$ cat config.mk
export PLATFORM = sky130hd
export DESIGN_NAME = io34_top
export DESIGN_NICKNAME = d
export VERILOG_FILES = /design/src/io34_sync.v /design/src/io34_top.v
export VERILOG_INCLUDE_DIRS = /design/src
export SDC_FILE = /design/constraint.sdc
export NUM_CORES = 1
export LEC_CHECK = 0
export BUFFER_PORTS_ARGS = -buffer_cell sky130_fd_sc_hd__buf_2
export CAP_MARGIN = 20
export CORE_UTILIZATION = 45
export CTS_CLUSTER_DIAMETER = 150
export DETAILED_ROUTE_END_ITERATION = 16
export MAX_ROUTING_LAYER = met4
export PLACE_DENSITY = 0.8
export SETUP_SLACK_MARGIN = 0.02
export SLEW_MARGIN = 20
export SYNTH_ARGS = -nofsm -noshare
export SYNTH_HDL_FRONTEND = slang
export SYNTH_SLANG_ARGS = --single-unit
$ cat constraint.sdc
create_clock -name mclk -period 2.1 [get_ports mclk]
set_clock_uncertainty 0.15 [all_clocks]
set_input_delay 0 -clock mclk [delete_from_list [all_inputs] [get_ports mclk]]
set_output_delay 0 -clock mclk [all_outputs]
set_load 0.02 [all_outputs]
$ cat src/io34_defs.vh
// Constants for the port 3 / port 4 general-purpose I/O block
//
// Behaviour
// - Serial data select owns pin, else direction bit
// - Serial2 input select forces bit 4 input
// - Serial2 clock: source 111 input, else output
// - Serial1 clock: source bit 1 input, 0 output
// - Port 3 Hi-Z reset/standby, hold sleep modes
// - Standby pin with pull-up on reads high
// - Pull-up on only if direction bit input and enabled
// - All port 3 pull-ups off after reset
// - Port 4: bits 2-0 bidirectional, bit 3 input
// - Port 4 output bits read stored data
// - Port 4 input bits read pin level
// - Port 4 direction 1 output, 0 input
// - Serial3 control overrides port 4 settings
// - Port 4 direction write-only, reads all ones
// - Port 4 data and direction reset F8
// - Port 4 data bit 3 read-only pin
// - Port 3 function select resets to zero
`ifndef IO34_DEFS_VH
`define IO34_DEFS_VH

`define IO34_ADDR_W 16
`define IO34_ADDR_P3_FUNC 16'hFFCA
`define IO34_ADDR_P3_DATA 16'hFFD6
`define IO34_ADDR_P3_DIR 16'hFFE6
`define IO34_ADDR_P3_PULLUP 16'hFFE1
`define IO34_ADDR_P4_DATA 16'hFFD7
`define IO34_ADDR_P4_DIR 16'hFFE7

`define IO34_P3_FUNC_RESET 8'h00
`define IO34_P3_DATA_RESET 8'h00
`define IO34_P3_DIR_RESET 8'h00
`define IO34_P3_PULLUP_RESET 8'h00
`define IO34_P4_RESET 8'hF8
`define IO34_UNMAPPED_READ 8'h00

// Field positions in the port 3 function select register
`define IO34_F_SERIAL1_CLOCK_SELECT 0
`define IO34_F_SI1 1
`define IO34_F_SO1 2
`define IO34_F_SERIAL2_CLOCK_SELECT 3
`define IO34_F_SI2 4
`define IO34_F_SO2 5

`define IO34_SERIAL2_CLOCK_SELECT_EXT_SRC 3'h7

// Operating modes
`define IO34_MODE_ACTIVE 3'h0
`define IO34_MODE_SUBACTIVE 3'h1
`define IO34_MODE_SLEEP 3'h2
`define IO34_MODE_SUBSLEEP 3'h3
`define IO34_MODE_WATCH 3'h4
`define IO34_MODE_STANDBY 3'h5

`endif

$ cat src/io34_sync.v
// Two-flip-flop synchroniser for pin inputs
`timescale 1ns/1ps
`default_nettype none
module io34_sync #(
    parameter W = 8
) (
    input wire mclk,
    input wire rstn,
    input wire ce,
    input wire [W-1:0] async_in,
    output reg [W-1:0] sync_out
);
    reg [W-1:0] meta_r;

    always @(posedge mclk or negedge rstn) begin
        if (!rstn) begin
            meta_r <= {W{1'b0}};
            sync_out <= {W{1'b0}};
        end else if (ce) begin
            meta_r <= async_in;
            sync_out <= meta_r;
        end
    end
endmodule // io34_sync
`default_nettype wire

$ cat src/io34_top.v
// Port 3 and port 4 general-purpose I/O with serial pin sharing
`timescale 1ns/1ps
`default_nettype none
`include "io34_defs.vh"
module io34_top (
    input wire mclk,
    input wire rstn,
    input wire ce,
    // Register port
    input wire [15:0] addr,
    input wire [7:0] wdata,
    input wire wr,
    input wire rd,
    output reg [7:0] rdata,
    // Operating mode from the power controller
    input wire [2:0] op_mode,
    // Serial channel settings
    input wire serial1_clock_source,
    input wire [2:0] serial2_clock_source,
    input wire serial3_tx_en,
    input wire serial3_rx_en,
    input wire [1:0] serial3_clk_en,
    input wire serial3_sync_mode,
    // Serial channel signals
    input wire ser1_data_out,
    input wire ser1_clk_out,
    input wire ser2_data_out,
    input wire ser2_clk_out,
    input wire ser3_txd,
    input wire ser3_clk_out,
    output reg ser1_data_in,
    output reg ser1_clk_in,
    output reg ser2_data_in,
    output reg ser2_clk_in,
    output reg ser3_rxd,
    output reg ser3_clk_in,
    // Port 3 pins
    input wire [7:0] p3_in,
    output reg [7:0] p3_out,
    output reg [7:0] p3_oe,
    output reg [7:0] p3_pullup_on,
    // Port 4 pins
    input wire [3:0] p4_in,
    output reg [2:0] p4_out,
    output reg [2:0] p4_oe
);
    reg [7:0] port3_function_select_r;
    reg [7:0] port3_data_r;
    reg [7:0] port3_direction_r;
    reg [7:0] port3_pullup_enable_r;
    reg [2:0] port4_data_r;
    reg [2:0] port4_direction_r;

    wire [7:0] p3_pin;
    wire [3:0] p4_pin;

    reg [7:0] p3_out_nxt;
    reg [7:0] p3_oe_nxt;
    reg [7:0] p3_pu_nxt;
    reg [2:0] p4_out_nxt;
    reg [2:0] p4_oe_nxt;
    reg [7:0] rdata_nxt;
    reg serial2_clock_select_as_out;
    reg sck3_as_out;
    reg sck3_as_in;

    wire mode_hiz;
    wire mode_hold;

    localparam [7:0] P4_RESET = `IO34_P4_RESET;

    // Bit read: output bits give stored data, input bits give pin level
    function [7:0] io34_read_mux;
        input [7:0] dir;
        input [7:0] data;
        input [7:0] pin;
        begin
            io34_read_mux = (dir & data) | (~dir & pin);
        end
    endfunction

    io34_sync #(
        .W(8)
    ) u_sync_p3 (
        .mclk(mclk),
        .rstn(rstn),
        .ce(ce),
        .async_in(p3_in),
        .sync_out(p3_pin)
    );

    io34_sync #(
        .W(4)
    ) u_sync_p4 (
        .mclk(mclk),
        .rstn(rstn),
        .ce(ce),
        .async_in(p4_in),
        .sync_out(p4_pin)
    );

    assign mode_hiz = (op_mode == `IO34_MODE_STANDBY);
    assign mode_hold = (op_mode == `IO34_MODE_SLEEP) ||
                       (op_mode == `IO34_MODE_SUBSLEEP) ||
                       (op_mode == `IO34_MODE_WATCH);

    // Register writes
    always @(posedge mclk or negedge rstn) begin
        if (!rstn) begin
            port3_function_select_r <= `IO34_P3_FUNC_RESET;
            port3_data_r <= `IO34_P3_DATA_RESET;
            port3_direction_r <= `IO34_P3_DIR_RESET;
            port3_pullup_enable_r <= `IO34_P3_PULLUP_RESET;
            port4_data_r <= P4_RESET[2:0];
            port4_direction_r <= P4_RESET[2:0];
        end else if (ce && wr) begin
            case (addr)
                `IO34_ADDR_P3_FUNC: begin
                    port3_function_select_r <= wdata;
                end
                `IO34_ADDR_P3_DATA: begin
                    port3_data_r <= wdata;
                end
                `IO34_ADDR_P3_DIR: begin
                    port3_direction_r <= wdata;
                end
                `IO34_ADDR_P3_PULLUP: begin
                    port3_pullup_enable_r <= wdata;
                end
                `IO34_ADDR_P4_DATA: begin
                    port4_data_r <= wdata[2:0];
                end
                `IO34_ADDR_P4_DIR: begin
                    port4_direction_r <= wdata[2:0];
                end
                default: begin
                end
            endcase
        end
    end

    // Read data for the cycle after the strobe
    always @* begin
        rdata_nxt = `IO34_UNMAPPED_READ;
        case (addr)
            `IO34_ADDR_P3_FUNC: begin
                rdata_nxt = port3_function_select_r;
            end
            `IO34_ADDR_P3_DATA: begin
                rdata_nxt = io34_read_mux(port3_direction_r, port3_data_r,
                                          p3_pin);
            end
            `IO34_ADDR_P3_DIR: begin
                rdata_nxt = port3_direction_r;
            end
            `IO34_ADDR_P3_PULLUP: begin
                rdata_nxt = port3_pullup_enable_r;
            end
            `IO34_ADDR_P4_DATA: begin
                // Bit 3 is input only, so it always reads the pin
                rdata_nxt = io34_read_mux({5'h1E, port4_direction_r},
                                          {5'h1F, port4_data_r},
                                          {4'hF, p4_pin});
            end
            `IO34_ADDR_P4_DIR: begin
                rdata_nxt = 8'hFF;
            end
            default: begin
                rdata_nxt = `IO34_UNMAPPED_READ;
            end
        endcase
    end

    always @(posedge mclk or negedge rstn) begin
        if (!rstn) begin
            rdata <= 8'h00;
        end else if (ce) begin
            rdata <= rd ? rdata_nxt : 8'h00;
        end
    end

    // Port 3 pin direction and value
    always @* begin
        p3_out_nxt = port3_data_r;
        p3_oe_nxt = port3_direction_r;
        serial2_clock_select_as_out = (serial2_clock_source != `IO34_SERIAL2_CLOCK_SELECT_EXT_SRC);
        if (port3_function_select_r[`IO34_F_SERIAL1_CLOCK_SELECT]) begin
            p3_oe_nxt[0] = ~serial1_clock_source;
            p3_out_nxt[0] = ser1_clk_out;
        end
        if (port3_function_select_r[`IO34_F_SI1]) begin
            p3_oe_nxt[1] = 1'b0;
        end
        if (port3_function_select_r[`IO34_F_SO1]) begin
            p3_oe_nxt[2] = 1'b1;
            p3_out_nxt[2] = ser1_data_out;
        end
        if (port3_function_select_r[`IO34_F_SERIAL2_CLOCK_SELECT]) begin
            p3_oe_nxt[3] = serial2_clock_select_as_out;
            p3_out_nxt[3] = ser2_clk_out;
        end
        if (port3_function_select_r[`IO34_F_SI2]) begin
            p3_oe_nxt[4] = 1'b0;
        end
        if (port3_function_select_r[`IO34_F_SO2]) begin
            p3_oe_nxt[5] = 1'b1;
            p3_out_nxt[5] = ser2_data_out;
        end
        p3_pu_nxt = ~port3_direction_r & port3_pullup_enable_r;
        if (mode_hiz) begin
            p3_oe_nxt = 8'h00;
        end
    end

    // Port 4 pin direction and value
    always @* begin
        p4_out_nxt = port4_data_r;
        p4_oe_nxt = port4_direction_r;
        sck3_as_in = serial3_clk_en[1];
        sck3_as_out = ~serial3_clk_en[1] &
                      (serial3_clk_en[0] | serial3_sync_mode);
        if (serial3_tx_en) begin
            p4_oe_nxt[2] = 1'b1;
            p4_out_nxt[2] = ser3_txd;
        end
        if (serial3_rx_en) begin
            p4_oe_nxt[1] = 1'b0;
        end
        if (sck3_as_in) begin
            p4_oe_nxt[0] = 1'b0;
        end else if (sck3_as_out) begin
            p4_oe_nxt[0] = 1'b1;
            p4_out_nxt[0] = ser3_clk_out;
        end
        if (mode_hiz) begin
            p4_oe_nxt = 3'h0;
        end
    end

    // Pin registers: tri-stated in reset, frozen in the hold modes
    always @(posedge mclk or negedge rstn) begin
        if (!rstn) begin
            p3_out <= 8'h00;
            p3_oe <= 8'h00;
            p3_pullup_on <= 8'h00;
            p4_out <= 3'h0;
            p4_oe <= 3'h0;
        end else if (ce && !mode_hold) begin
            p3_out <= p3_out_nxt;
            p3_oe <= p3_oe_nxt;
            p3_pullup_on <= p3_pu_nxt;
            p4_out <= p4_out_nxt;
            p4_oe <= p4_oe_nxt;
        end
    end

    // Serial inputs from the pins, quiet high when the pin is not theirs
    always @(posedge mclk or negedge rstn) begin
        if (!rstn) begin
            ser1_data_in <= 1'b1;
            ser1_clk_in <= 1'b1;
            ser2_data_in <= 1'b1;
            ser2_clk_in <= 1'b1;
            ser3_rxd <= 1'b1;
            ser3_clk_in <= 1'b1;
        end else if (ce) begin
            ser1_data_in <= port3_function_select_r[`IO34_F_SI1] ? p3_pin[1] : 1'b1;
            ser1_clk_in <= (port3_function_select_r[`IO34_F_SERIAL1_CLOCK_SELECT] &
                            serial1_clock_source) ? p3_pin[0] : 1'b1;
            ser2_data_in <= port3_function_select_r[`IO34_F_SI2] ? p3_pin[4] : 1'b1;
            ser2_clk_in <= (port3_function_select_r[`IO34_F_SERIAL2_CLOCK_SELECT] &
                            ~serial2_clock_select_as_out) ? p3_pin[3] : 1'b1;
            ser3_rxd <= serial3_rx_en ? p4_pin[1] : 1'b1;
            ser3_clk_in <= sck3_as_in ? p4_pin[0] : 1'b1;
        end
    end
endmodule // io34_top
`default_nettype wire

### Word level (Yosys, flattened, before mapping)

Cells that the tools add are included.

* equality and inequality tests: 11
* muxes and demuxes: 27
* bitwise logic cells: 16
* reductions and logical operators: 11

Operators by type and width (number)
* 16-bit equality test, second input constant: 6
* 8-bit one-hot mux with 6 select lines: 1
* 8-bit bitwise AND: 5
* 1-bit two-way mux: 23
* 8-bit two-way mux: 2
* 8-bit NOT: 2
* 8-bit bitwise OR: 2
* 2-bit AND reduction: 6
* 3-bit by 2-bit equality test with 1-bit output, second input constant: 2
* 3-bit equality test, second input constant: 2
* 1-bit bitwise AND: 3
* 3-bit two-way mux: 1
* 3-bit inequality test, second input constant: 1
* 1-bit NOT: 3
* 1-bit logical AND: 2
* 1-bit logical OR: 2
* 1-bit zero test: 1
* 1-bit bitwise OR: 1

* register bits: 106
* input port bits: 59
* output and inout bits: 44
* word-level logic and storage cells: 87

### Logic depth before layout (Yosys ltp)

Gate-level depths: netlist of run 1.

* word-level depth: 5
* gate-level depth with buffers: 6
* gate-level depth less buffers: 5

### Cells and area by module

A second synthesis of run 1 with hierarchy kept.

* cell total of the unflattened synthesis: 391
* area, all modules: 4927.2 um^2

By module, submodules not included
* io34_top: instances 1, cells each 340, area each 3946.3 um^2
* io34_sync at u_sync_p3: instances 1, cells each 34, area each 649.4 um^2
* io34_sync at u_sync_p4: instances 1, cells each 17, area each 331.6 um^2

### Worst setup path before layout of run 1

No wires, ideal clock.

* kind: input -> register
* start point: input port addr[0]
* end point: register port3_function_select_r[0]
* setup time: 0.125 ns
* arrival time: 1.504 ns
* required time: 1.825 ns
* path slack: 0.321 ns
* stages on the path: 5
* path buffers: 1
* cell sequence: or4b_4 > nor4_4 > and3_1 > buf_6 > mux2_4

* word-level cells in the longest chain between the ends: 2

RTL lines
* start, declared: line io34_top.v:10 `input wire [15:0] addr,`
* 16-bit equality test: line io34_top.v:117 `case (addr)`
* 2-bit AND reduction (no source line)
* end signal, assigned: line io34_top.v:110 `` port3_function_select_r <= `IO34_P3_FUNC_RESET; ``
* end signal, assigned: line io34_top.v:119 `port3_function_select_r <= wdata;`
* end, declared: line io34_top.v:47 `reg [7:0] port3_function_select_r;`

Every way passes these cells.
A chain may end at the register's enable or synchronous reset.

### Worst setup path after layout of run 1

* start point: input port op_mode[2]
* end point: register p4_oe[2]

* word-level cells in the longest chain between the ends: 5

RTL lines
* start, declared: line io34_top.v:16 `input wire [2:0] op_mode,`
* 3-bit by 2-bit equality test with 1-bit output (no source line)
* 1-bit logical OR (2 in series): line io34_top.v:103 `` assign mode_hold = (op_mode == `IO34_MODE_SLEEP) || ``
* 1-bit zero test: line io34_top.v:248 `end else if (ce && !mode_hold) begin`
* 1-bit logical AND: line io34_top.v:248
* end signal, assigned: line io34_top.v:253 `p4_oe <= p4_oe_nxt;`
* end, declared: line io34_top.v:45 `output reg [2:0] p4_oe`

Parallel ways exist; a longest one is shown, timed or not.

==> impl_metrics.xml, run 1 <==
<?xml version="1.0" encoding="UTF-8"?>
<metrics>
  <group name="run_status">
    <metric name="outcome" unit="">finished clean</metric>
  </group>
  <group name="global_routing">
    <metric name="grt_use_met1" unit="%">31.1</metric>
    <metric name="gr-usage-met3" unit="%">3.93</metric>
    <metric name="grt_overflow" unit="">0</metric>
    <metric name="grt_busiest_layer" unit="">met2</metric>
    <metric name="largest_net_degree_at_the_start_of_global_routing" unit="">56</metric>
    <metric name="vias_in_the_first_global_route" unit="">3727</metric>
    <metric name="grt_antenna_before_repair" unit="">0</metric>
    <metric name="met2_usage" unit="%">35.4</metric>
    <metric name="first_pass_grt_wire_length" unit="mm">19.1</metric>
    <metric name="grt_total_usage" unit="%">23.0</metric>
  </group>
  <group name="pwr">
    <metric name="max-vdd-ir-drop" unit="mV">0.300</metric>
    <metric name="power_density" unit="mW/mm^2">631</metric>
    <metric name="total_leakage_power" unit="uW">0.00293</metric>
    <metric name="power_switching_share" unit="%">26.1</metric>
    <metric name="power.clock.fraction" unit="%">33.6</metric>
    <metric name="pwr-share-comb" unit="%">11.4</metric>
    <metric name="power.internal" unit="uW">2910</metric>
    <metric name="power_frac_seq" unit="%">55.0</metric>
    <metric name="totalPowerFinal" unit="uW">3940</metric>
    <metric name="switching_power" unit="uW">1030</metric>
  </group>
  <group name="synth">
    <metric name="synth_cell_types" unit="">48</metric>
    <metric name="synthesis.instances" unit="">394</metric>
    <metric name="synth.largest_area_cell" unit="">sky130_fd_sc_hd__dfrtp_1</metric>
    <metric name="synthArstFlopShare" unit="%">100</metric>
    <metric name="synth.net_count" unit="">453</metric>
    <metric name="ys_ff_latch" unit="">106</metric>
    <metric name="postSynth.topFlopCell" unit="">sky130_fd_sc_hd__dfrtp_1</metric>
    <metric name="synth.cell_area" unit="sq mm">0.00478</metric>
    <metric name="synth-seq-area-share" unit="%">55.7</metric>
    <metric name="netlist_top_cells_area" unit="">sky130_fd_sc_hd__dfrtp_1, sky130_fd_sc_hd__mux2_2, sky130_fd_sc_hd__mux2_4</metric>
    <metric name="post_synth_edffs" unit="">0</metric>
    <metric name="synth_top_area_share" unit="%">52.4</metric>
    <metric name="avgSynthCellArea" unit="sq um">12.1</metric>
    <metric name="yosys_warning_total" unit="">0</metric>
  </group>
  <group name="clock_network">
    <metric name="clock-sinks" unit="">106</metric>
    <metric name="clk_root_buffer_cell" unit="">sky130_fd_sc_hd__clkbuf_8</metric>
    <metric name="clk_transition_reported_paths" unit="ns">0.10</metric>
    <metric name="worstSkewPairLatency" unit="ns">0.37</metric>
    <metric name="cts_buffers" unit="">9</metric>
    <metric name="cts_tree" unit="">yes</metric>
    <metric name="post_cts_resize_count" unit="">0</metric>
    <metric name="max-clock-path-buffers" unit="">2</metric>
    <metric name="clock_tree.htree_level_count" unit="">3</metric>
  </group>
  <group name="timing">
    <metric name="hold_viol_final" unit="">0</metric>
    <metric name="timing.setup.tns" unit="ns">0</metric>
    <metric name="tightest_slew" unit="ns">0.534</metric>
    <metric name="setup_viol" unit="">0</metric>
    <metric name="max-slew-margin-rel" unit="%">64.1</metric>
    <metric name="grt_setup_unrepaired" unit="">no</metric>
    <metric name="fmaxAchievable" unit="MHz">538</metric>
    <metric name="final-max-slew-violation-count" unit="">0</metric>
    <metric name="finalCriticalPeriod" unit="ns">1.86</metric>
    <metric name="final_min_period_over_clock_period" unit="%">88.6</metric>
  </group>
  <group name="detailed_routing">
    <metric name="post-route-drc-count" unit="">0</metric>
    <metric name="num_vias" unit="">3738</metric>
    <metric name="drt_first_iter_violations" unit="">250</metric>
    <metric name="wl_per_cell" unit="microns">16.6</metric>
    <metric name="via_per_inst" unit="">5.36</metric>
    <metric name="routed_wl" unit="mm">11.6</metric>
    <metric name="drtPass1Iterations" unit="">5</metric>
    <metric name="drt.antenna.violating_nets" unit="">0</metric>
  </group>
  <group name="placed_design">
    <metric name="post_detailed_placement_half_perimeter_wirelength" unit="mm">8.38</metric>
    <metric name="numPlacedInstances" unit="">632</metric>
    <metric name="io_buffers" unit="">102</metric>
    <metric name="gpl.final_weighted_congestion" unit="">0.912</metric>
  </group>
  <group name="layout">
    <metric name="final_layout_size_suffix_gt1_share" unit="%">35.9</metric>
    <metric name="nets" unit="">616</metric>
    <metric name="fill_cells" unit="">829</metric>
    <metric name="most_frequent_cells_in_the_layout" unit="">sky130_fd_sc_hd__buf_2, sky130_fd_sc_hd__dfrtp_1, sky130_fd_sc_hd__dlygate4sd3_1</metric>
    <metric name="final_cells" unit="">698</metric>
    <metric name="area.growth.synth_to_final" unit="%">30.7</metric>
    <metric name="antennaDiodeCount" unit="">0</metric>
    <metric name="final_common_cell" unit="">sky130_fd_sc_hd__buf_2</metric>
  </group>
  <group name="die">
    <metric name="core.rowCount" unit="">37</metric>
    <metric name="die_w" unit="microns">105</metric>
    <metric name="initial_core_util" unit="%">46.3</metric>
    <metric name="design.portCount" unit="">103</metric>
    <metric name="fp.dieArea" unit="sq mm">0.0110</metric>
    <metric name="die_h" unit="microns">105</metric>
    <metric name="core_area" unit="sq mm">0.0103</metric>
  </group>
  <group name="min_path">
    <metric name="hold_path_class" unit="">input pin to register</metric>
  </group>
  <group name="critical_path">
    <metric name="critical-path-slowest-cell" unit="">sky130_fd_sc_hd__dlygate4sd3_1</metric>
    <metric name="worst_setup_path_start_kind" unit="">input pin</metric>
    <metric name="worst-endpoint-arrival" unit="ns">1.97</metric>
    <metric name="crit_family" unit="">buffers and inverters</metric>
    <metric name="timing.critical_path.buf_inv" unit="">3</metric>
    <metric name="timing.setup.critical_path_class" unit="">input pin to register</metric>
    <metric name="path_max_fanout" unit="">4</metric>
    <metric name="timing.critical_path.required" unit="ns">2.21</metric>
    <metric name="worstSetupEndpointType" unit="">register</metric>
    <metric name="maximum_single_stage_delay_on_the_critical_path" unit="ns">0.56</metric>
    <metric name="list_of_cells_traversed_by_the_critical_path" unit="">dlygate4sd3_1 -&gt; buf_2 -&gt; nor2b_1 -&gt; nand2_1 -&gt; o21ai_0 -&gt; dlygate4sd3_1 -&gt; o21ai_0</metric>
  </group>
  <group name="run">
    <metric name="drv_cap" unit="">0</metric>
  </group>
</metrics>
==> worst min-delay path, cell delays in order <==
cell and delay [ns]:
sky130_fd_sc_hd__buf_2 0.11, sky130_fd_sc_hd__nand4_4 0.16, sky130_fd_sc_hd__nor4_1 0.12, sky130_fd_sc_hd__nor2_1 0.11, sky130_fd_sc_hd__a31oi_1 0.08
==> cell families after synthesis <==
logic type             after synthesis  share of synthesized area, %
DFF                                106                          55.7
buffers and inverters               30                          2.78
and+or+nand+nor                    103                          12.9
muxes                               70                          17.5
AOI/OAI and AO/OA                   85                          11.1
==> power groups by stage <==
stage | Combinational, uW | Sequential (uW) | Clock, uW
2_1_floorplan | 152 | 2230 | 0
3_3_place_gp | 358 | 2200 | 0
3_5_place_dp | 371 | 2210 | 0
4_1_cts | 450 | 2170 | 1350
5_1_grt | 492 | 2180 | 1430
6_report | 449 | 2170 | 1320
==> per-stage QoR <==
step | utilization, % | hold slack (ns) | setup WS, ns | area (sq um)
final | 60.5 | 0.102 | 0.240 | 6250
after global routing | 60.5 | 0.130 | 0.138 | 6250
after CTS | 60.5 | 0.0898 | 0.241 | 6250
after detailed placement | 53.5 | -0.189 | 0.202 | 5530
after global placement | 53.5 | -0.195 | 0.274 | 5530
after floorplan | - | -0.446 | 0.321 | 4780
==> cell usage after synthesis (all sizes together) (6+ instances only) <==
master,n
a21oi,17
a31oi,6
clkbuf,12
dfrtp,100
dfstp,6
inv,14
mux2,62
mux2i,8
nand2,48
nand2b,6
nor2,12
nor4,7
o21ai,34
o22ai,6
==> final cells by class <==
type	count	area [sq um]	share of cell area, %
Tap cell	136	170	2.72
Sequential cell	106	2660	42.6
Multi-Input combinational cell	258	1990	31.8
Inverter	14	52.6	0.841
Clock inverter	7	85.1	1.36
Timing Repair Buffer	168	1170	18.7
Clock buffer	9	124	1.98
==> worst paths after layout <==
kind	start	endpoint	slack [ns]	cells past startpoint
worst max-delay path	op_mode[2]	p4_oe[2]	0.24	7
worst min-delay path	addr[12]	rdata[2]	0.10	5
worst max register to register	port3_direction_r[3]	rdata[3]	0.41	4
worst min register to register	p4_oe[1]	p4_oe[1]	0.34	2
max in group asynchronous	rstn	ser1_data_in	0.82	4
min in group asynchronous	rstn	p3_out[3]	0.54	4
==> registers in the layout, summed over array words and instances (netlist names), 4 cells and up <==
signal,count
port3_pullup_enable_r,8
port3_direction_r,8
p3_oe,8
u_sync_p4.sync_out,4
p3_pullup_on,8
port3_data_r,8
rdata,8
port3_function_select_r,8
u_sync_p4.meta_r,4
u_sync_p3.meta_r,8
p3_out,8
u_sync_p3.sync_out,8
==> repair_timing <==
item,4_1_cts,5_1_grt
endpoints found under the hold margin,183,0
buffers inserted,0,0
hold buffers,50,0
endpoints found under the setup margin,0,0
==> routing by layer <==
layer | vias up | wire length [microns]
met5 | - | 0
met2 | 121 | 5480
li1 | 1765 | -
met4 | 0 | 191
met1 | 1835 | 5350
met3 | 17 | 596
Note: power is estimated with default switching activity, not from simulation.
==> run 2: changes to the inputs <==
==> constraint.sdc (replaced) <==
create_clock -name mclk -period 2.1 [get_ports mclk]
set_clock_uncertainty 0.15 [all_clocks]
set_input_delay 0.315 -clock mclk [delete_from_list [all_inputs] [get_ports mclk]]
set_output_delay 0.315 -clock mclk [all_outputs]
set_load 0.02 [all_outputs]
==> impl_metrics.xml, run 2 (same netlist as run 1, synthesis figures left out) <==
<?xml version="1.0" encoding="UTF-8"?>
<metrics>
  <group name="placed_design">
    <metric name="io_buffers" unit="">102</metric>
    <metric name="numPlacedInstances" unit="">641</metric>
    <metric name="post_detailed_placement_half_perimeter_wirelength" unit="mm">8.81</metric>
    <metric name="gpl.final_weighted_congestion" unit="">0.893</metric>
  </group>
  <group name="critical_path">
    <metric name="worst-r2r-cell-count" unit="">4</metric>
    <metric name="r2r_end" unit="">rdata[3]</metric>
    <metric name="list_of_cells_traversed_by_the_critical_path" unit="">buf_2 -&gt; or4b_4 -&gt; nor4_4 -&gt; and3_1 -&gt; buf_12 -&gt; mux2_4</metric>
    <metric name="timing.setup.critical_path_class" unit="">input pin to register</metric>
    <metric name="worst_setup_path_start_kind" unit="">input pin</metric>
    <metric name="r2r-start" unit="">port3_direction_r[3]</metric>
    <metric name="maximum_single_stage_delay_on_the_critical_path" unit="ns">0.54</metric>
    <metric name="critical-path-slowest-cell" unit="">sky130_fd_sc_hd__or4b_4</metric>
    <metric name="timing.critical_path.buf_inv" unit="">2</metric>
    <metric name="rrSetupSlack" unit="ns">0.39</metric>
    <metric name="crit_family" unit="">simple AND/OR/NAND/NOR gates</metric>
    <metric name="worst-endpoint-arrival" unit="ns">1.86</metric>
    <metric name="path_max_fanout" unit="">8</metric>
    <metric name="worstSetupEndpointType" unit="">register</metric>
    <metric name="timing.critical_path.required" unit="ns">2.22</metric>
  </group>
  <group name="global_routing">
    <metric name="largest_net_degree_at_the_start_of_global_routing" unit="">41</metric>
    <metric name="grt_overflow" unit="">0</metric>
    <metric name="vias_in_the_first_global_route" unit="">3553</metric>
    <metric name="grt_total_usage" unit="%">22.9</metric>
    <metric name="first_pass_grt_wire_length" unit="mm">18.9</metric>
    <metric name="grt_antenna_before_repair" unit="">0</metric>
  </group>
  <group name="pwr">
    <metric name="total_leakage_power" unit="uW">0.00280</metric>
    <metric name="totalPowerFinal" unit="uW">3920</metric>
    <metric name="power_density" unit="mW/mm^2">664</metric>
    <metric name="max-vdd-ir-drop" unit="mV">0.316</metric>
  </group>
  <group name="timing">
    <metric name="finalCriticalPeriod" unit="ns">1.75</metric>
    <metric name="setup_viol" unit="">0</metric>
    <metric name="hold_ws" unit="ns">0.00915</metric>
    <metric name="grt_setup_unrepaired" unit="">no</metric>
    <metric name="max-slew-margin-rel" unit="%">56.8</metric>
    <metric name="fmaxAchievable" unit="MHz">572</metric>
    <metric name="tightest_slew" unit="ns">0.642</metric>
    <metric name="final_min_period_over_clock_period" unit="%">83.3</metric>
    <metric name="final-max-slew-violation-count" unit="">0</metric>
    <metric name="hold_viol_final" unit="">0</metric>
  </group>
  <group name="layout">
    <metric name="fill_cells" unit="">871</metric>
    <metric name="nets" unit="">580</metric>
    <metric name="final_cells" unit="">662</metric>
    <metric name="area.growth.synth_to_final" unit="%">23.5</metric>
    <metric name="antennaDiodeCount" unit="">0</metric>
    <metric name="final_common_cell" unit="">sky130_fd_sc_hd__buf_2</metric>
    <metric name="most_frequent_cells_in_the_layout" unit="">sky130_fd_sc_hd__buf_2, sky130_fd_sc_hd__dfrtp_1, sky130_fd_sc_hd__nand2_1</metric>
    <metric name="final_layout_size_suffix_gt1_share" unit="%">39.9</metric>
  </group>
  <group name="min_path">
    <metric name="hold_path.startpoint" unit="">p3_in[5]</metric>
    <metric name="worstHoldEndpoint" unit="">u_sync_p3.meta_r[5]</metric>
    <metric name="hold_path_class" unit="">input pin to register</metric>
    <metric name="hold_depth" unit="">2</metric>
  </group>
  <group name="run">
    <metric name="drv_cap" unit="">0</metric>
  </group>
  <group name="clock_network">
    <metric name="clk_transition_reported_paths" unit="ns">0.11</metric>
    <metric name="max-clock-path-buffers" unit="">2</metric>
    <metric name="post_cts_resize_count" unit="">0</metric>
    <metric name="clock_tree.htree_level_count" unit="">3</metric>
    <metric name="worstSkewPairLatency" unit="ns">0.38</metric>
    <metric name="cts_tree" unit="">yes</metric>
    <metric name="clock-sinks" unit="">106</metric>
    <metric name="clk_root_buffer_cell" unit="">sky130_fd_sc_hd__clkbuf_8</metric>
    <metric name="cts_buffers" unit="">9</metric>
    <metric name="cts.repair_timing.setup_buffer_count" unit="">0</metric>
  </group>
  <group name="detailed_routing">
    <metric name="drt_first_iter_violations" unit="">240</metric>
    <metric name="drtPass1Iterations" unit="">8</metric>
    <metric name="drt.antenna.violating_nets" unit="">0</metric>
    <metric name="num_vias" unit="">3614</metric>
    <metric name="via_per_inst" unit="">5.46</metric>
    <metric name="post-route-drc-count" unit="">0</metric>
    <metric name="wl_per_cell" unit="microns">17.4</metric>
    <metric name="routed_wl" unit="mm">11.5</metric>
  </group>
  <group name="die">
    <metric name="die_w" unit="microns">105</metric>
    <metric name="initial_core_util" unit="%">46.3</metric>
    <metric name="core.rowCount" unit="">37</metric>
    <metric name="design.portCount" unit="">103</metric>
    <metric name="die_h" unit="microns">105</metric>
    <metric name="core_area" unit="sq mm">0.0103</metric>
    <metric name="fp.dieArea" unit="sq mm">0.0110</metric>
  </group>
  <group name="run_status">
    <metric name="outcome" unit="">finished clean</metric>
  </group>
</metrics>
run 2: cell types whose count changed in the layout (fill, tap and decap cells not counted):
cell | before | now
sky130_fd_sc_hd__buf_4 | 15 | 21
sky130_fd_sc_hd__clkinvlp_4 | 2 | 0
sky130_fd_sc_hd__inv_6 | 1 | 2
sky130_fd_sc_hd__clkbuf_8 | 9 | 11
sky130_fd_sc_hd__inv_8 | 2 | 1
sky130_fd_sc_hd__buf_12 | 3 | 5
sky130_fd_sc_hd__dlygate4sd3_1 | 49 | 5
run 2: worst max path at each step:
stage / start / end / slack, ns / depth (start not counted)
2_1_floorplan: addr[0] / port3_function_select_r[0] / 0.006 / 5
3_3_place_gp: addr[1] / port3_pullup_enable_r[6] / -0.007 / 6
3_5_place_dp: addr[1] / port3_pullup_enable_r[4] / -0.05 / 6
4_1_cts: addr[1] / rdata[6] / 0.35 / 7
5_1_grt: port3_direction_r[3] / rdata[3] / 0.28 / 4
6_report: addr[1] / port3_pullup_enable_r[4] / 0.35 / 6
run 2: area by class of cell:
type	instances	area [sq um]	share of cell area [%]
clock inverter	5	67.6	1.15
inverter	14	52.6	0.891
clock buffer	11	151	2.57
multi-input combinational	258	1990	33.7
tap	136	170	2.88
timing repair buffer	132	813	13.8
sequential	106	2660	45.1
run 2: layer usage:
layer | GRT usage [%] | vias to the layer above | routed length (microns)
met5 | - | - | 0
met4 | 7.24 | 0 | 214
met3 | 4.74 | 25 | 580
met2 | 34.1 | 137 | 5280
met1 | 31.5 | 1763 | 5410
li1 | - | 1689 | -
run 2: where the power goes:
group | internal (uW) | switching (uW) | leakage, uW | total (uW)
registers | 2120 | 45.5 | 0.00137 | 2170
logic | 165 | 222 | 0.00132 | 387
clock network | 636 | 728 | 0.000112 | 1360
total | 2920 | 996 | 0.00280 | 3920
run 2: timing repair:
item | in CTS | in global routing
endpoints found under the setup margin | 0 | 0
hold buffers | 3 | 2
endpoints found under the hold margin | 36 | 2
run 2: through the flow:
step	TNS, ns	setup slack (ns)	util, %	instance area, sq um
detailed placement	-0.554	-0.0537	54.6	5630
CTS	0	0.347	57.0	5880
global route	0	0.276	57.2	5900
finish	0	0.351	57.2	5900
floorplan	0	0.00577	-	4780
global placement	-0.0547	-0.00726	54.6	5630
==> run 3: changes to the inputs <==
- clock period: 2.1 -> 1.8 ns (I/O delays scaled with it)
==> impl_metrics.xml, run 3 (same netlist as run 1, synthesis figures left out) <==
<?xml version="1.0" encoding="UTF-8"?>
<metrics>
  <group name="run_status">
    <metric name="outcome" unit="">finished clean</metric>
  </group>
  <group name="critical_path">
    <metric name="list_of_cells_traversed_by_the_critical_path" unit="">buf_6 -&gt; or4b_4 -&gt; nor4_4 -&gt; and3_4 -&gt; buf_12 -&gt; mux2_4</metric>
    <metric name="maximum_single_stage_delay_on_the_critical_path" unit="ns">0.55</metric>
    <metric name="timing.critical_path.buf_inv" unit="">2</metric>
    <metric name="timing.setup.critical_path_class" unit="">input pin to register</metric>
    <metric name="worst-endpoint-arrival" unit="ns">1.87</metric>
    <metric name="critical-path-slowest-cell" unit="">sky130_fd_sc_hd__or4b_4</metric>
    <metric name="worstSetupEndpointType" unit="">register</metric>
    <metric name="path_max_fanout" unit="">8</metric>
    <metric name="timing.critical_path.required" unit="ns">1.90</metric>
    <metric name="crit_family" unit="">simple AND/OR/NAND/NOR gates</metric>
    <metric name="worst_setup_path_start_kind" unit="">input pin</metric>
  </group>
  <group name="global_routing">
    <metric name="largest_net_degree_at_the_start_of_global_routing" unit="">42</metric>
    <metric name="grt_total_usage" unit="%">23.0</metric>
    <metric name="grt_overflow" unit="">0</metric>
    <metric name="grt_antenna_before_repair" unit="">1</metric>
    <metric name="vias_in_the_first_global_route" unit="">3756</metric>
    <metric name="first_pass_grt_wire_length" unit="mm">19.2</metric>
  </group>
  <group name="die">
    <metric name="die_w" unit="microns">105</metric>
    <metric name="fp.dieArea" unit="sq mm">0.0110</metric>
    <metric name="core_area" unit="sq mm">0.0103</metric>
    <metric name="core.rowCount" unit="">37</metric>
    <metric name="initial_core_util" unit="%">46.3</metric>
    <metric name="die_h" unit="microns">105</metric>
    <metric name="design.portCount" unit="">103</metric>
  </group>
  <group name="layout">
    <metric name="area.growth.synth_to_final" unit="%">28.1</metric>
    <metric name="final_common_cell" unit="">sky130_fd_sc_hd__dfrtp_1</metric>
    <metric name="most_frequent_cells_in_the_layout" unit="">sky130_fd_sc_hd__dfrtp_1, sky130_fd_sc_hd__buf_2, sky130_fd_sc_hd__nand2_1</metric>
    <metric name="final_area" unit="sq mm">0.00612</metric>
    <metric name="final_layout_size_suffix_gt1_share" unit="%">41.5</metric>
    <metric name="nets" unit="">606</metric>
  </group>
  <group name="timing">
    <metric name="finalCriticalPeriod" unit="ns">1.77</metric>
    <metric name="hold_viol_final" unit="">0</metric>
    <metric name="timing.setup.tns" unit="ns">0</metric>
    <metric name="max-slew-margin-rel" unit="%">73.8</metric>
    <metric name="grt_setup_unrepaired" unit="">yes</metric>
    <metric name="final-max-slew-violation-count" unit="">0</metric>
    <metric name="fmaxAchievable" unit="MHz">564</metric>
    <metric name="layout_setup_ws" unit="ns">0.0255</metric>
    <metric name="hold_ws" unit="ns">0.0187</metric>
    <metric name="tightest_slew" unit="ns">0.393</metric>
    <metric name="setup_viol" unit="">0</metric>
    <metric name="final_min_period_over_clock_period" unit="%">98.6</metric>
  </group>
  <group name="detailed_routing">
    <metric name="drt.antenna.violating_nets" unit="">0</metric>
    <metric name="wl_per_cell" unit="microns">16.9</metric>
    <metric name="via_per_inst" unit="">5.39</metric>
    <metric name="num_vias" unit="">3714</metric>
    <metric name="drtPass1Iterations" unit="">5</metric>
    <metric name="routed_wl" unit="mm">11.6</metric>
    <metric name="post-route-drc-count" unit="">0</metric>
    <metric name="drt_first_iter_violations" unit="">186</metric>
  </group>
  <group name="pwr">
    <metric name="max-vdd-ir-drop" unit="mV">0.400</metric>
    <metric name="pwr-share-comb" unit="%">11.1</metric>
    <metric name="power.clock.fraction" unit="%">30.9</metric>
    <metric name="power.internal" unit="uW">3220</metric>
    <metric name="totalPowerFinal" unit="uW">4370</metric>
    <metric name="power_switching_share" unit="%">26.3</metric>
    <metric name="switching_power" unit="uW">1150</metric>
    <metric name="power_density" unit="mW/mm^2">713</metric>
    <metric name="total_leakage_power" unit="uW">0.00291</metric>
    <metric name="power_frac_seq" unit="%">57.9</metric>
  </group>
  <group name="clock_network">
    <metric name="max-clock-path-buffers" unit="">2</metric>
    <metric name="clk_root_buffer_cell" unit="">sky130_fd_sc_hd__clkbuf_8</metric>
    <metric name="clock_tree.htree_level_count" unit="">3</metric>
    <metric name="clk_transition_reported_paths" unit="ns">0.10</metric>
    <metric name="worstSkewPairLatency" unit="ns">0.37</metric>
    <metric name="clock-sinks" unit="">106</metric>
    <metric name="cts_buffers" unit="">9</metric>
    <metric name="cts_tree" unit="">yes</metric>
  </group>
  <group name="run">
    <metric name="drv_cap" unit="">0</metric>
  </group>
  <group name="placed_design">
    <metric name="io_buffers" unit="">102</metric>
    <metric name="post_detailed_placement_half_perimeter_wirelength" unit="mm">8.85</metric>
    <metric name="gpl.final_weighted_congestion" unit="">0.883</metric>
    <metric name="worst_setup_slack_after_placement" unit="ns">-0.320</metric>
    <metric name="postPlaceCellArea" unit="sq mm">0.00574</metric>
  </group>
  <group name="min_path">
    <metric name="hold_path_class" unit="">input pin to register</metric>
  </group>
</metrics>
[run 3: path summary, 6_finish.rpt]
path	from	endpoint	slack (ns)	cells after the start
max in group asynchronous	rstn	ser2_data_in	0.65	3
min in group asynchronous	rstn	p3_pullup_on[6]	0.21	2
max	addr[1]	port3_pullup_enable_r[4]	0.03	6
max reg2reg	port3_direction_r[3]	rdata[3]	0.15	4
min	wdata[5]	port3_data_r[5]	0.02	2
min reg2reg	p3_pullup_on[7]	p3_pullup_on[7]	0.33	2
[run 3: layer usage]
metal,GRT usage (%),vias up,share of wire (%)
met2,35.6,125,48
met3,4.43,15,5.3
met4,6.44,0,1.4
met1,31.1,1825,45
li1,-,1749,-
met5,-,-,0
[run 3: power groups by stage]
| stage | clock network, uW | logic [uW] | registers [uW] |
|---|---|---|---|
| 4_1_cts | 1380 | 486 | 2530 |
| 3_3_place_gp | 0 | 442 | 2570 |
| 2_1_floorplan | 0 | 181 | 2600 |
| 3_5_place_dp | 0 | 459 | 2580 |
| 6_report | 1350 | 486 | 2530 |
| 5_1_grt | 1490 | 535 | 2540 |
[run 3: metrics by stage]
step | instances | utilization, %
after floorplan | 394 | -
after detailed placement | 655 | 55.6
after global routing | 689 | 59.3
final | 689 | 59.3
after global placement | 655 | 55.6
after CTS | 686 | 58.8
[run 3: cell type report]
class	count	area [sq um]
well taps	136	170
diodes	1	2.50
multi-input cells	258	2020
fillers	849	4200
inverters	14	52.6
repair buffers	158	1040
flip-flops and latches	106	2660
clock inverters	6	52.6
clock buffers	10	128
[run 3: worst reg2reg max path: stages (launching register included)]
cell and delay [ns]:
sky130_fd_sc_hd__dfrtp_1 0.37, sky130_fd_sc_hd__mux2_2 0.35, sky130_fd_sc_hd__a22o_1 0.20, sky130_fd_sc_hd__a2111oi_1 0.34
sky130_fd_sc_hd__o22ai_1 0.12
[run 3: repair_timing]
action	in CTS	in global routing
hold buffers	15	0
buffers inserted	0	2
resized for setup	1	8
endpoints found under the hold margin	42	0
endpoints found under the setup margin	1	6
pin swaps	0	1
